## config.mk

```make
export PLATFORM = sky130hd
export DESIGN_NAME = eisf_top
export DESIGN_NICKNAME = d
export VERILOG_FILES = /design/src/eisf_pkg.sv /design/src/eisf_channel.sv /design/src/eisf_top.sv
export SDC_FILE = /design/constraint.sdc
export NUM_CORES = 1
export LEC_CHECK = 0
export ABC_AREA = 1
export BUFFER_PORTS_ARGS = -buffer_cell sky130_fd_sc_hd__buf_4
export CAP_MARGIN = 15
export CELL_PAD_IN_SITES_DETAIL_PLACEMENT = 0
export CELL_PAD_IN_SITES_GLOBAL_PLACEMENT = 1
export CORE_MARGIN = 2
export CORE_UTILIZATION = 36
export CTS_BUF_LIST = sky130_fd_sc_hd__clkbuf_4 sky130_fd_sc_hd__clkbuf_8 sky130_fd_sc_hd__clkbuf_16
export CTS_CLUSTER_SIZE = 10
export DETAILED_ROUTE_END_ITERATION = 12
export PLACE_DENSITY_LB_ADDON = 0.05
export SLEW_MARGIN = 0
export SYNTH_ARGS = -nofsm -noshare
export SYNTH_HDL_FRONTEND = slang
export SYNTH_HIERARCHICAL = 1
export SYNTH_SLANG_ARGS = --single-unit
```

## constraint.sdc

```tcl
create_clock -name pclk -period 1.8 [get_ports pclk]
set_clock_uncertainty 0.15 [all_clocks]
set_input_delay 0.36 -clock pclk [delete_from_list [all_inputs] [get_ports pclk]]
set_output_delay 0.36 -clock pclk [all_outputs]
set_load 0.02 [all_outputs]
```

## src/eisf_pkg.sv

```systemverilog
// Package of constants and carriers for the external interrupt sense and flag block
package eisf_pkg;

  // ----------------------------------------------------------------
  // Geometry
  // ----------------------------------------------------------------
  localparam int unsigned EISF_CHANNELS = 6;
  localparam int unsigned EISF_REG_W = 8;
  localparam int unsigned EISF_ADDR_W = 12;

  // ----------------------------------------------------------------
  // Register indices and byte addresses
  // ----------------------------------------------------------------
  localparam logic [EISF_ADDR_W-1:0] EISF_IDX_SENSE = 12'h0F4;
  localparam logic [EISF_ADDR_W-1:0] EISF_IDX_ENABLE = 12'h0F5;
  localparam logic [EISF_ADDR_W-1:0] EISF_IDX_FLAGS = 12'h0F6;
  localparam logic [EISF_ADDR_W-1:0] EISF_ADDR_SENSE = EISF_IDX_SENSE << 2;
  localparam logic [EISF_ADDR_W-1:0] EISF_ADDR_ENABLE = EISF_IDX_ENABLE << 2;
  localparam logic [EISF_ADDR_W-1:0] EISF_ADDR_FLAGS = EISF_IDX_FLAGS << 2;

  // ----------------------------------------------------------------
  // Reset values
  // ----------------------------------------------------------------
  localparam logic [EISF_REG_W-1:0] EISF_RST_SENSE = 8'h00;
  localparam logic [EISF_REG_W-1:0] EISF_RST_ENABLE = 8'h00;
  localparam logic [EISF_REG_W-1:0] EISF_RST_FLAGS = 8'h00;

  // ----------------------------------------------------------------
  // Sense modes
  // ----------------------------------------------------------------
  typedef enum logic
  {
    EISF_SENSE_LEVEL = 1'b0,
    EISF_SENSE_FALL = 1'b1
  } eisf_sense_e;

  // ----------------------------------------------------------------
  // APB carriers
  // ----------------------------------------------------------------
  typedef struct packed
  {
    logic psel;
    logic penable;
    logic pwrite;
    logic [EISF_ADDR_W-1:0] paddr;
    logic [31:0] pwdata;
  } eisf_apb_req_s;

  typedef struct packed
  {
    logic pready;
    logic pslverr;
    logic [31:0] prdata;
  } eisf_apb_rsp_s;

endpackage : eisf_pkg

```

## src/eisf_channel.sv

```systemverilog
// One channel: pin synchroniser, sense logic and sticky request flag
`timescale 1ns/1ps
module eisf_channel
  import eisf_pkg::*;
(
  input wire logic pclk,
  input wire logic presetn,
  input wire logic pin_n,
  input wire logic sense_fall,
  input wire logic enable,
  input wire logic ack,
  input wire logic armed_clear,
  output logic flag,
  output logic req
);

  // ----------------------------------------------------------------
  // State
  // ----------------------------------------------------------------
  typedef struct packed
  {
    logic sync1;
    logic sync2;
    logic prev;
    logic flag;
  } eisf_ch_s;

  eisf_ch_s st_q;
  eisf_ch_s st_d;
  logic set_ev;
  logic clr_ev;

  always_comb
  begin
    st_d = st_q;
    st_d.sync1 = pin_n;
    st_d.sync2 = st_q.sync1;
    st_d.prev = st_q.sync2;
    set_ev = 1'b0;
    clr_ev = armed_clear;
    if (eisf_sense_e'(sense_fall) == EISF_SENSE_LEVEL)
    begin
      set_ev = !st_q.sync2;
      // Level clear only once the pin has let go
      if (ack && st_q.sync2)
        clr_ev = 1'b1;
    end
    else
    begin
      set_ev = st_q.prev && !st_q.sync2;
      if (ack)
        clr_ev = 1'b1;
    end
    // Set beats clear so no event is lost
    if (set_ev)
      st_d.flag = 1'b1;
    else if (clr_ev)
      st_d.flag = 1'b0;
  end

  always_ff @(posedge pclk or negedge presetn)
  begin
    if (!presetn)
      st_q <= '{sync1: 1'b1, sync2: 1'b1, prev: 1'b1, flag: 1'b0};
    else
      st_q <= st_d;
  end

  assign flag = st_q.flag;
  assign req = st_q.flag && enable;

endmodule : eisf_channel

```

## src/eisf_top.sv

```systemverilog
// External interrupt request sensing, enables and pending flags over APB
// Operation
// - With sense-select 0 a low level on the request pin is an interrupt request.
// - With sense-select 1 only a falling edge on the request pin raises a request.
// - A channel's enable bit at 1 lets its request through, at 0 blocks it.
// - In level sense the flag is set whenever the pin is low.
// - In edge sense the flag is set when a falling edge is seen on the pin.
// - Software clears a flag by reading it as 1 and then writing 0 to it.
// - In level sense the flag clears on exception handling while the pin is high.
// - In edge sense the flag clears on exception handling for that channel.
// - Flag bits accept a written 0 only to clear and a written 1 never sets them.
`timescale 1ns/1ps
module eisf_top
  import eisf_pkg::*;
#(
  parameter int unsigned CHANNELS = EISF_CHANNELS
)
(
  input wire logic pclk,
  input wire logic presetn,
  input wire eisf_pkg::eisf_apb_req_s apb_req,
  output eisf_pkg::eisf_apb_rsp_s apb_rsp,
  input wire logic [CHANNELS-1:0] ext_request_pin_n,
  input wire logic [CHANNELS-1:0] exc_ack,
  output logic [CHANNELS-1:0] cpu_irq_req
);
  import eisf_pkg::*;

  // ----------------------------------------------------------------
  // State
  // ----------------------------------------------------------------
  typedef struct packed
  {
    logic [EISF_REG_W-1:0] sense;
    logic [EISF_REG_W-1:0] enable;
    logic [CHANNELS-1:0] armed;
    logic rdphase;
    logic [31:0] prdata;
  } eisf_top_s;

  eisf_top_s st_q;
  eisf_top_s st_d;
  logic [CHANNELS-1:0] flags;
  logic [CHANNELS-1:0] armed_clear;
  logic [EISF_REG_W-1:0] flags_rd;
  logic access;
  logic wr;
  logic rd;
  logic hit_sense;
  logic hit_enable;
  logic hit_flags;

  // ----------------------------------------------------------------
  // APB decode
  // ----------------------------------------------------------------
  // Writes complete in their first access cycle; reads add one wait state
  assign access = apb_req.psel && apb_req.penable;
  assign wr = access && apb_req.pwrite;
  assign rd = access && !apb_req.pwrite;
  assign hit_sense = apb_req.paddr == EISF_ADDR_SENSE;
  assign hit_enable = apb_req.paddr == EISF_ADDR_ENABLE;
  assign hit_flags = apb_req.paddr == EISF_ADDR_FLAGS;
  assign flags_rd = EISF_REG_W'(flags);

  always_comb
  begin
    st_d = st_q;
    armed_clear = '0;
    // Marks the second access cycle of a read, the one that completes
    st_d.rdphase = rd && !st_q.rdphase;
    if (wr && hit_sense)
      st_d.sense = apb_req.pwdata[EISF_REG_W-1:0];
    if (wr && hit_enable)
      st_d.enable = apb_req.pwdata[EISF_REG_W-1:0];
    if (wr && hit_flags)
    begin
      // Only a written 0 over an armed bit clears; a 1 is ignored
      armed_clear = st_q.armed & ~apb_req.pwdata[CHANNELS-1:0];
      st_d.armed = '0;
    end
    if (rd && hit_flags)
      st_d.armed = st_q.armed | flags;
    // Drop arming for flags that hardware has already cleared
    st_d.armed = st_d.armed & flags;
    if (rd)
    begin
      st_d.prdata = '0;
      if (hit_sense)
        st_d.prdata[EISF_REG_W-1:0] = st_q.sense;
      else if (hit_enable)
        st_d.prdata[EISF_REG_W-1:0] = st_q.enable;
      else if (hit_flags)
        st_d.prdata[EISF_REG_W-1:0] = flags_rd;
    end
  end

  always_ff @(posedge pclk or negedge presetn)
  begin
    if (!presetn)
      st_q <= '{sense: EISF_RST_SENSE, enable: EISF_RST_ENABLE, armed: '0,
        rdphase: 1'b0, prdata: '0};
    else
      st_q <= st_d;
  end

  // ----------------------------------------------------------------
  // Channels
  // ----------------------------------------------------------------
  for (genvar i = 0; i < CHANNELS; i++)
  begin : g_ch
    eisf_channel u_ch (
      .pclk(pclk),
      .presetn(presetn),
      .pin_n(ext_request_pin_n[i]),
      .sense_fall(st_q.sense[i]),
      .enable(st_q.enable[i]),
      .ack(exc_ack[i]),
      .armed_clear(armed_clear[i]),
      .flag(flags[i]),
      .req(cpu_irq_req[i])
    );
  end

  // Read data is registered, so a read's prdata is valid one cycle later;
  // pready is held low in the first access cycle of a read to line it up.
  assign apb_rsp = '{pready: !rd || st_q.rdphase, pslverr: 1'b0, prdata: st_q.prdata};

endmodule : eisf_top

```

==> impl_results.md, run 1 <==
* Synth Area in Adders at 0
* Max-slew violations at 0
* Vias in the first global route at 1,842
* Worst setup SP type: primary input
* Dpl hpwl at 3.84 mm
* Most frequent cells in the layout: 87 x nand2_1, 60 x buf_4, 37 x inv_1, 37 x dfrtp_1
* GR Overflow Total at 0
* XOR/XNOR Fraction of Synth Area at 0
* Status: complete, no violations
* # Max-Cap Violations at 0
* Flop and latch count out of synthesis at 55
* Setup CP Type: primary input to primary output
* Drt initial violations at 90
* Die area at 8470 um2
* Setup WS post-layout at 0.180 ns
* Pwr/cell area at 705 nW/um2
* Synth warn at 6
* Finished Core Util at 0.443
* Core area at 7610 um2
* Row count at 32
* Largest net degree at the start of global routing at 34
* Hold Crit Class: primary input to register
* Final nets at 435
* Static leakage at 1.81 nW
* Yosys cell types at 22
* Area growth from synthesis to layout at 20.9%
* CP max FO at 2
* Initial Util at 0.367
* Gpl congestion at 0.712
* Fmax at 617 MHz
* Avg Inst Size Synth at 8.91 um2
* Ranking of synthesized cells by area: dfrtp_1 33%, dfstp_2 17%, nand2_1 12%, buf_4 9.2%, o21ai_2 5.0%
* Simple-gate portion of the synthesized area at 0.265
* CTS tree: done
* Number of CTS-inserted buffers at 5
* Sequential area share after synthesis at 0.502
* Largest family of logic cells by synthesized area: simple AND/OR/NAND/NOR gates
* Share of the synthesized area in the top cell type at 0.332
* GRT Overall Usage at 0.136
* Final period util at 0.900
* Clock root cell: clkbuf_8
* Switch Pwr at 0.580 mW
* Initial antenna violation count at 0
* RSZ-0062 raised after global routing: no
* Die Height at 92.0 um
* Clock slew at the register clock pins of the worst setup and hold paths at 0.11 ns
* Worst Setup End Kind: primary output
* Vias at 2,006
* Total negative slack at 0 ns
* Drt drc at 0
* WHS Path Cells at 4
* Global-route wire length before repair at 9.12 mm
* First drt pass iteration count at 4
* Sink Count at 55
* Cts repair resizes at 0
* FILL cells at 793
* Synthesized area at 2790 um2
* Setup Fix Bufs, Post-CTS at 0
* Sw frac at 0.244
* Fin area at 3370 um2
* Setup violators final at 0
* Worst hold margin at 0.122 ns
* FF-to-FF path depth at 4
* Post-synthesis mux area share at 0
* Vias per cell at 4.21
* Max clock buf depth at 2
* Clock Power Share at 0.353
* Fin crit period at 1.62 ns
* Setup Slack @ Placement at 0.141 ns
* Layout cells sized above 1 at 0.339
* Placed Area at 3190 um2
* Combinational share of power at 0.100
* # diodes at 0
* Final wirelength at 5.39 mm
* DR WL/cell at 11.3 um
* Antenna-violating nets left at 0
* Number of port buffers at 51
* Critical Path AT at 1.11 ns
* Worst VDD drop at 419 uV
* CTS H-tree depth at 2
* Most common cell after layout, fill and taps aside: nand2_1
* Pint at 1.80 mW
* Critical Path RT at 1.29 ns
* Hold violation total from the final report at 0
* Seq pwr share at 0.547
* Syn Inst Count at 313
* Post-synthesis compound-gate area fraction at 0.0664
* Clock Latency Late Sink at 0.31 ns
* Synth area leader: dfrtp_1
* Die width at 92.0 um
* Top-Level Pins at 101
[through the flow]
stage	cells	power, mW
global placement	462	1.55
floorplan	337	1.48
global route	477	2.49
detailed placement	462	1.55
CTS	477	2.42
finish	477	2.38
[registers in the layout, indices dropped and copies added, names as in the netlist]
register        count
apb_rsp             8
g_ch.u_ch/flag      6
g_ch.u_ch/st_d     12
g_ch.u_ch/st_q      6
st_q               23
[worst paths after layout]
kind,to,slack [ns],startpoint
max reg2reg,apb_rsp[1],0.81,g_ch[1].u_ch/flag
max in group asynchronous,g_ch[5].u_ch/st_q[1],0.62,presetn
min reg2reg,g_ch[4].u_ch/st_d[1],0.21,g_ch[4].u_ch/st_d[2]
min in group asynchronous,apb_rsp[0],0.33,presetn
min,g_ch[2].u_ch/flag,0.12,exc_ack[2]
max,apb_rsp[33],0.18,apb_req[44]
[power groups by stage]
| stage | Clock (mW) | Sequential (mW) | Combinational [mW] |
|---|---|---|---|
| 3_5_place_dp | 0 | 1.32 | 0.230 |
| 4_1_cts | 0.874 | 1.30 | 0.242 |
| 2_1_floorplan | 0 | 1.32 | 0.158 |
| 5_1_grt | 0.920 | 1.31 | 0.266 |
| 3_3_place_gp | 0 | 1.32 | 0.227 |
| 6_report | 0.838 | 1.30 | 0.238 |
[area by class of cell]
class	instances	area (um2)	share of cell area
clock buffer	5	68.8	0.0204
timing repair buffer	69	561	0.166
multi-input combinational	203	1020	0.302
inverter	40	150	0.0445
clock inverter	3	46.3	0.0137
sequential	55	1400	0.415
tap	102	128	0.0379
[kinds of logic after synthesis]
kind of cell,count (synthesis)
AO/OA/AOI/OAI,22
buffers and inverters,79
flip-flops,55
other,1
AND/OR/NAND/NOR,156
[synth_stat cells]
library cell and n:
a21boi_0 6, and3_1 1, buf_4 34, buf_6 5, conb_1 1, dfrtp_1 37
dfstp_2 18, inv_1 37, inv_2 3, nand2_1 87, nand2_2 6, nand2_4 1
nand3_1 19, nand3_2 2, nand3_4 2, nand4_1 4, nor2_1 25, nor2_2 4
nor2_4 3, nor2_8 1, nor3_2 1, o21ai_2 16
[repair_timing]
action,CTS,global route
hold endpoints to repair,19,0
setup endpoints to repair,0,0
hold buffers,7,0
[per-layer routing]
| metal | global-route usage | vias to the layer above | routed length [um] |
|---|---|---|---|
| met4 | 0.0498 | 0 | 115 |
| li1 | - | 1026 | - |
| met3 | 0.0238 | 9 | 272 |
| met1 | 0.202 | 910 | 2730 |
| met2 | 0.200 | 61 | 2280 |
| met5 | 0 | - | 0 |
[worst max-delay path, stage by stage]
cell and delay, ns:
buf_4 0.11, nor3_2 0.22, inv_1 0.08, nor2_1 0.12, inv_1 0.05, buf_4 0.15
Note: power is estimated with default switching activity, not from simulation.
==> inputs of run 2 (changes only) <==
--- a/config.mk
+++ b/config.mk
@@ -16,6 +16,7 @@
 export CTS_CLUSTER_SIZE = 10
 export DETAILED_ROUTE_END_ITERATION = 12
 export PLACE_DENSITY_LB_ADDON = 0.05
+export SKIP_LAST_GASP = 1
 export SLEW_MARGIN = 0
 export SYNTH_ARGS = -nofsm -noshare
 export SYNTH_HDL_FRONTEND = slang
==> constraint.sdc (replaced) <==
create_clock -name pclk -period 1.7 [get_ports pclk]
set_clock_uncertainty 0.15 [all_clocks]
set_input_delay 0.34 -clock pclk [delete_from_list [all_inputs] [get_ports pclk]]
set_output_delay 0.34 -clock pclk [all_outputs]
set_load 0.02 [all_outputs]
==> run 2 against run 1 <==
Compared with the run above: register-to-register slack got worse by 0.10 ns; wire length rose by 0.39%; die area did not move; highest routed layer unchanged; critical path depth did not move; core utilization rose by 0.28 points; non-clock buffer count rose by 2; final area rose by 0.63%.
==> impl_results.md, run 2 (same netlist as run 1, synthesis figures left out) <==
* Top-Level Pins at 101 (unchanged)
* Clock root cell: clkbuf_8
* Sink Count at 55 (unchanged)
* Worst VDD drop at 345 uV (-18%)
* Initial antenna violation count at 0 (unchanged)
* Gpl congestion at 0.689 (-3.2%)
* Area growth from synthesis to layout at 21.6%
* Setup violators final at 0 (unchanged)
* FF-to-FF End: apb_rsp[3]
* Fin area at 3390 um2 (+0.63%)
* CTS Hold Bufs at 7 (unchanged)
* Max FFs per register at 23 (unchanged)
* WHS Path Cells at 4 (unchanged)
* Placed Area at 3210 um2 (+0.86%)
* Setup Fix Bufs, Post-CTS at 0 (unchanged)
* Pwr/cell area at 721 nW/um2 (+2.3%)
* Initial Util at 0.367 (unchanged)
* FF-to-FF path depth at 4 (unchanged)
* Hold Path Origin: exc_ack[4]
* Hold Crit Class: primary input to register
* Die Height at 92.0 um (unchanged)
* Vias at 1,971 (-1.7%)
* Final nets at 437 (+0.46%)
* Setup Slack @ Placement at 0.0529 ns (-0.0886 ns)
* Final wirelength at 5.41 mm (+0.39%)
* CTS H-tree depth at 2 (unchanged)
* Layout cells sized above 1 at 0.342 (+0.00351)
* Drt drc at 0 (unchanged)
* Static leakage at 1.82 nW (+0.87%)
* RSZ-0062 raised after global routing: no
* # Max-Cap Violations at 0 (unchanged)
* Fmax at 642 MHz
* GRT Overall Usage at 0.142 (+0.00586)
* Max-slew violations at 0 (unchanged)
* Die width at 92.0 um (unchanged)
* Row count at 32 (unchanged)
* Critical Path RT at 1.21 ns (-0.08 ns)
* Die area at 8470 um2 (unchanged)
* Multi-input gate area at 1020 um2 (unchanged)
* Antenna-violating nets left at 0 (unchanged)
* Hold EP: g_ch[4].u_ch/flag
* CTS tree: done
* Number of port buffers at 51 (unchanged)
* Hold violation total from the final report at 0 (unchanged)
* Core area at 7610 um2 (unchanged)
* Final period util at 0.916
* GR Overflow Total at 0 (unchanged)
* Setup WS post-layout at 0.143 ns (-0.0364 ns)
* Drt initial violations at 77 (-14%)
* Worst r2r src: g_ch[3].u_ch/flag
* Worst setup SP type: primary input
* Dpl hpwl at 3.92 mm (+2.1%)
* FILL cells at 776 (-2.1%)
* First drt pass iteration count at 4 (unchanged)
* Fin crit period at 1.56 ns
* Max clock buf depth at 2 (unchanged)
* Clock Latency Late Sink at 0.30 ns (about the same)
* Global-route wire length before repair at 9.45 mm (+3.6%)
* DR WL/cell at 11.3 um (about the same)
* Most frequent cells in the layout: 87 x nand2_1, 61 x buf_4, 37 x inv_1, 37 x dfrtp_1
* Most common cell after layout, fill and taps aside: nand2_1
* Cts repair resizes at 0 (unchanged)
* Status: complete, no violations
* # diodes at 0 (unchanged)
* Critical Path AT at 1.07 ns (-0.04 ns)
* R2r setup slk at 0.71 ns (-0.10 ns)
* Storage cell area at 1400 um2 (unchanged)
* Worst Setup End Kind: primary output
* Vias per cell at 4.11 (-2.2%)
* Setup CP Type: primary input to primary output
* Clock slew at the register clock pins of the worst setup and hold paths at 0.09 ns (-0.02 ns)
* Number of CTS-inserted buffers at 5 (unchanged)
* CP max FO at 2 (unchanged)
* Total negative slack at 0 ns (unchanged)
* Largest net degree at the start of global routing at 28 (-18%)
* Top reg by flops: st_q
* Vias in the first global route at 1,933 (+4.9%)
run 2: changes by cell type in the layout (fill, tap and decap cells not counted), sizes merged:
cell	delta
clkbuf	+3
buf	+2
bufinv	-1
clkinvlp	-1
inv	-1
run 2: worst max-delay path, cell delays in order:
cell,delay [ns]
buf_4,0.11
nor3_2,0.20
inv_1,0.08
nor2_1,0.13
inv_1,0.06
buf_4,0.15
run 2: layout make-up:
cell class                 instances  share of cell area
inverter                          40              0.0443
timing repair buffer              71               0.173
tap                              102              0.0376
multi-input combinational        203               0.300
sequential                        55               0.412
clock buffer                       8              0.0321
run 2: worst max-delay path by stage:
stage | cells after the start | from | to | slack [ns]
floorplan | 6 | apb_req[45] | apb_rsp[33] | 0.11
global placement | 8 | apb_req[43] | st_q[54] | 0.05
detailed placement | 8 | apb_req[43] | st_q[50] | 0.05
CTS | 6 | apb_req[44] | apb_rsp[33] | 0.13
global route | 6 | apb_req[44] | apb_rsp[33] | 0.05
finish | 6 | apb_req[44] | apb_rsp[33] | 0.14
run 2: layer usage:
layer  global-route usage  part of all wire
met5                    0                 0
met4               0.0373             0.011
met2                0.229              0.47
met1                0.197              0.48
met3               0.0279             0.039
run 2: where the power goes:
part           internal, mW  switching [mW]
clock network         0.414           0.402
registers              1.36          0.0206
logic                 0.102           0.151
total                  1.87           0.573
run 2: stage by stage:
stage | hold WS, ns | total power, mW | instances | util
2_1_floorplan | -0.106 | 1.56 | 337 | -
3_3_place_gp | 0.0763 | 1.64 | 464 | 0.422
3_5_place_dp | 0.0779 | 1.65 | 464 | 0.422
4_1_cts | 0.0991 | 2.49 | 479 | 0.446
5_1_grt | 0.117 | 2.57 | 479 | 0.446
6_report | 0.113 | 2.45 | 479 | 0.446
==> inputs of run 3 (changes only) <==
--- a/config.mk
+++ b/config.mk
@@ -11,7 +11,7 @@
 export CELL_PAD_IN_SITES_DETAIL_PLACEMENT = 0
 export CELL_PAD_IN_SITES_GLOBAL_PLACEMENT = 1
 export CORE_MARGIN = 2
-export CORE_UTILIZATION = 36
+export CORE_UTILIZATION = 35
 export CTS_BUF_LIST = sky130_fd_sc_hd__clkbuf_4 sky130_fd_sc_hd__clkbuf_8 sky130_fd_sc_hd__clkbuf_16
 export CTS_CLUSTER_SIZE = 10
 export DETAILED_ROUTE_END_ITERATION = 12
==> run 3 against run 2 <==
Compared with the run above: total power decreased by 3.4%; global-route usage decreased by 0.15 points; sequential power about the same; largest power group unchanged.
==> impl_results.md, run 3 (same netlist as run 1, synthesis figures left out) <==
* Status: complete, no violations
* Gpl congestion at 0.722 (+4.8%)
* Clock Power Share at 0.310 (-0.023)
* Clock slew at the register clock pins of the worst setup and hold paths at 0.10 ns (about the same)
* Final period util at 0.923 (+0.00751)
* Fmax at 637 MHz (-0.81%)
* PnR Total Power at 2.36 mW (-3.4%)
* Top-Level Pins at 101 (unchanged)
* Critical path's top delay family: buffers and inverters
* Grt peak-use layer: met2
* Pwr/cell area at 696 nW/um2 (-3.5%)
* Die area at 8700 um2 (+2.7%)
* Pint at 1.77 mW (-5.7%)
* Vias at 2,018 (+2.4%)
* CTS tree: done
* GR Overflow Total at 0 (unchanged)
* Vias per cell at 4.20 (+2.0%)
* # Max-Cap Violations at 0 (unchanged)
* Critical Path AT at 1.08 ns (about the same)
* Dpl hpwl at 3.84 mm (-1.9%)
* Max FFs per register at 23 (unchanged)
* Static leakage at 1.83 nW (+0.41%)
* Final nets at 439 (+0.46%)
* Slowest cell on crit path: nor3_4
* Worst Setup End Kind: primary output
* Fin area at 3390 um2 (about the same)
* Layout cells sized above 1 at 0.346 (+0.00347)
* CTS H-tree depth at 2 (unchanged)
* Die Height at 93.3 um (+1.4%)
* Antenna-violating nets left at 0 (unchanged)
* Initial antenna violation count at 0 (unchanged)
* Hold Crit Class: primary input to register
* Initial Util at 0.361 (-0.00570)
* Global-route wire length before repair at 9.55 mm (+1.0%)
* Area growth from synthesis to layout at 21.7% (about the same)
* Vias in the first global route at 2,011 (+4.0%)
* Clock root cell: clkbuf_8
* Row count at 32 (unchanged)
* Max incr delay on CP at 0.22 ns (+0.02 ns)
* Combinational share of power at 0.108 (+0.005)
* Met2 Track Usage GR at 0.233 (+0.00466)
* Setup violators final at 0 (unchanged)
* DR WL/cell at 11.4 um (+0.83%)
* Max clock buf depth at 2 (unchanged)
* GR Util met3 at 0.0226 (-0.00538)
* Die width at 93.3 um (+1.4%)
* Placed Area at 3230 um2 (+0.47%)
* First drt pass iteration count at 4 (unchanged)
* GR Util met1 at 0.189 (-0.00837)
* Clock Latency Late Sink at 0.31 ns (about the same)
* Fin crit period at 1.57 ns (+0.0128 ns)
* Total negative slack at 0 ns (unchanged)
* Drt drc at 0 (unchanged)
* Most frequent cells in the layout: 87 x nand2_1, 63 x buf_4, 37 x inv_1, 37 x dfrtp_1
* Seq pwr share at 0.583 (+0.020)
* Number of port buffers at 51 (unchanged)
* Critical Path RT at 1.21 ns (about the same)
* Worst setup SP type: primary input
* Largest net degree at the start of global routing at 56 (+100%)
* Setup CP Type: primary input to primary output
* Cell breakdown of the critical path: buf_4, nor3_4, inv_1, nor2_1, inv_1, buf_4
* Sw frac at 0.252 (+0.0178)
* Hold violation total from the final report at 0 (unchanged)
* Worst path bufs/invs at 4 (unchanged)
* Max-slew violations at 0 (unchanged)
* GRT Overall Usage at 0.141 (-0.00149)
* Number of CTS-inserted buffers at 5 (unchanged)
* Top reg by flops: st_q
* Drt initial violations at 72 (-6.5%)
* # diodes at 0 (unchanged)
* Worst VDD drop at 364 uV (+5.5%)
* Most common cell after layout, fill and taps aside: nand2_1
* CP max FO at 3 (+1)
* Final wirelength at 5.48 mm (+1.3%)
* Core area at 7730 um2 (+1.6%)
* RSZ-0062 raised after global routing: no
* Sink Count at 55 (unchanged)
* Switch Pwr at 0.595 mW (+3.9%)
## run 3: layout make-up
type / count / area (um2)
inverter: 40 / 150
multi-input combinational: 203 / 1020
clock buffer: 6 / 76.3
tap: 102 / 128
clock inverter: 2 / 13.8
sequential: 55 / 1400
timing repair buffer: 73 / 603
fill: 809 / 4330
## run 3: per-layer routing
layer	up-vias	wire length, um
met5	-	0
met4	0	68
met3	7	231
met2	51	2620
met1	928	2570
li1	1032	-
## run 3: timing repair
item / CTS / global route
hold buffers: 7 / 0
endpoints found under the hold margin: 43 / 0
resized for setup: 0 / 1
setup buffers: 0 / 0
setup endpoints to repair: 0 / 1
## run 3: metrics by stage
stage                     instances  hold slack [ns]  setup WS (ns)   util
after floorplan                 337           -0.106          0.113      -
after global placement          466            0.195         0.0660  0.418
after detailed placement        466            0.197         0.0713  0.418
after CTS                       481           0.0951         0.0700  0.438
after global routing            481            0.113         0.0481  0.439
final                           481            0.105          0.131  0.439
## run 3: final timing paths
kind / from / end / slack, ns / depth (start not counted)
max: apb_req[44] / apb_rsp[33] / 0.13 / 6
min: exc_ack[3] / g_ch[3].u_ch/flag / 0.10 / 4
max reg2reg: g_ch[1].u_ch/flag / apb_rsp[1] / 0.69 / 4
min reg2reg: g_ch[1].u_ch/st_d[2] / g_ch[1].u_ch/st_d[1] / 0.21 / 0
max in group asynchronous: presetn / g_ch[2].u_ch/st_q[1] / 0.70 / 3
min in group asynchronous: presetn / apb_rsp[6] / 0.40 / 3
## run 3: tightest hold or removal path: cells and delay by family
family	cells	cell delay (ns)
simple gates	3	0.11
buf+inv	1	0.08
## run 3: power groups by stage
| stage | logic [mW] | registers [mW] | clock network, mW |
|---|---|---|---|
| after floorplan | 0.167 | 1.39 | 0 |
| after global placement | 0.244 | 1.40 | 0 |
| after detailed placement | 0.244 | 1.40 | 0 |
| after CTS | 0.257 | 1.38 | 0.766 |
| after global routing | 0.285 | 1.38 | 0.813 |
| final | 0.254 | 1.38 | 0.732 |
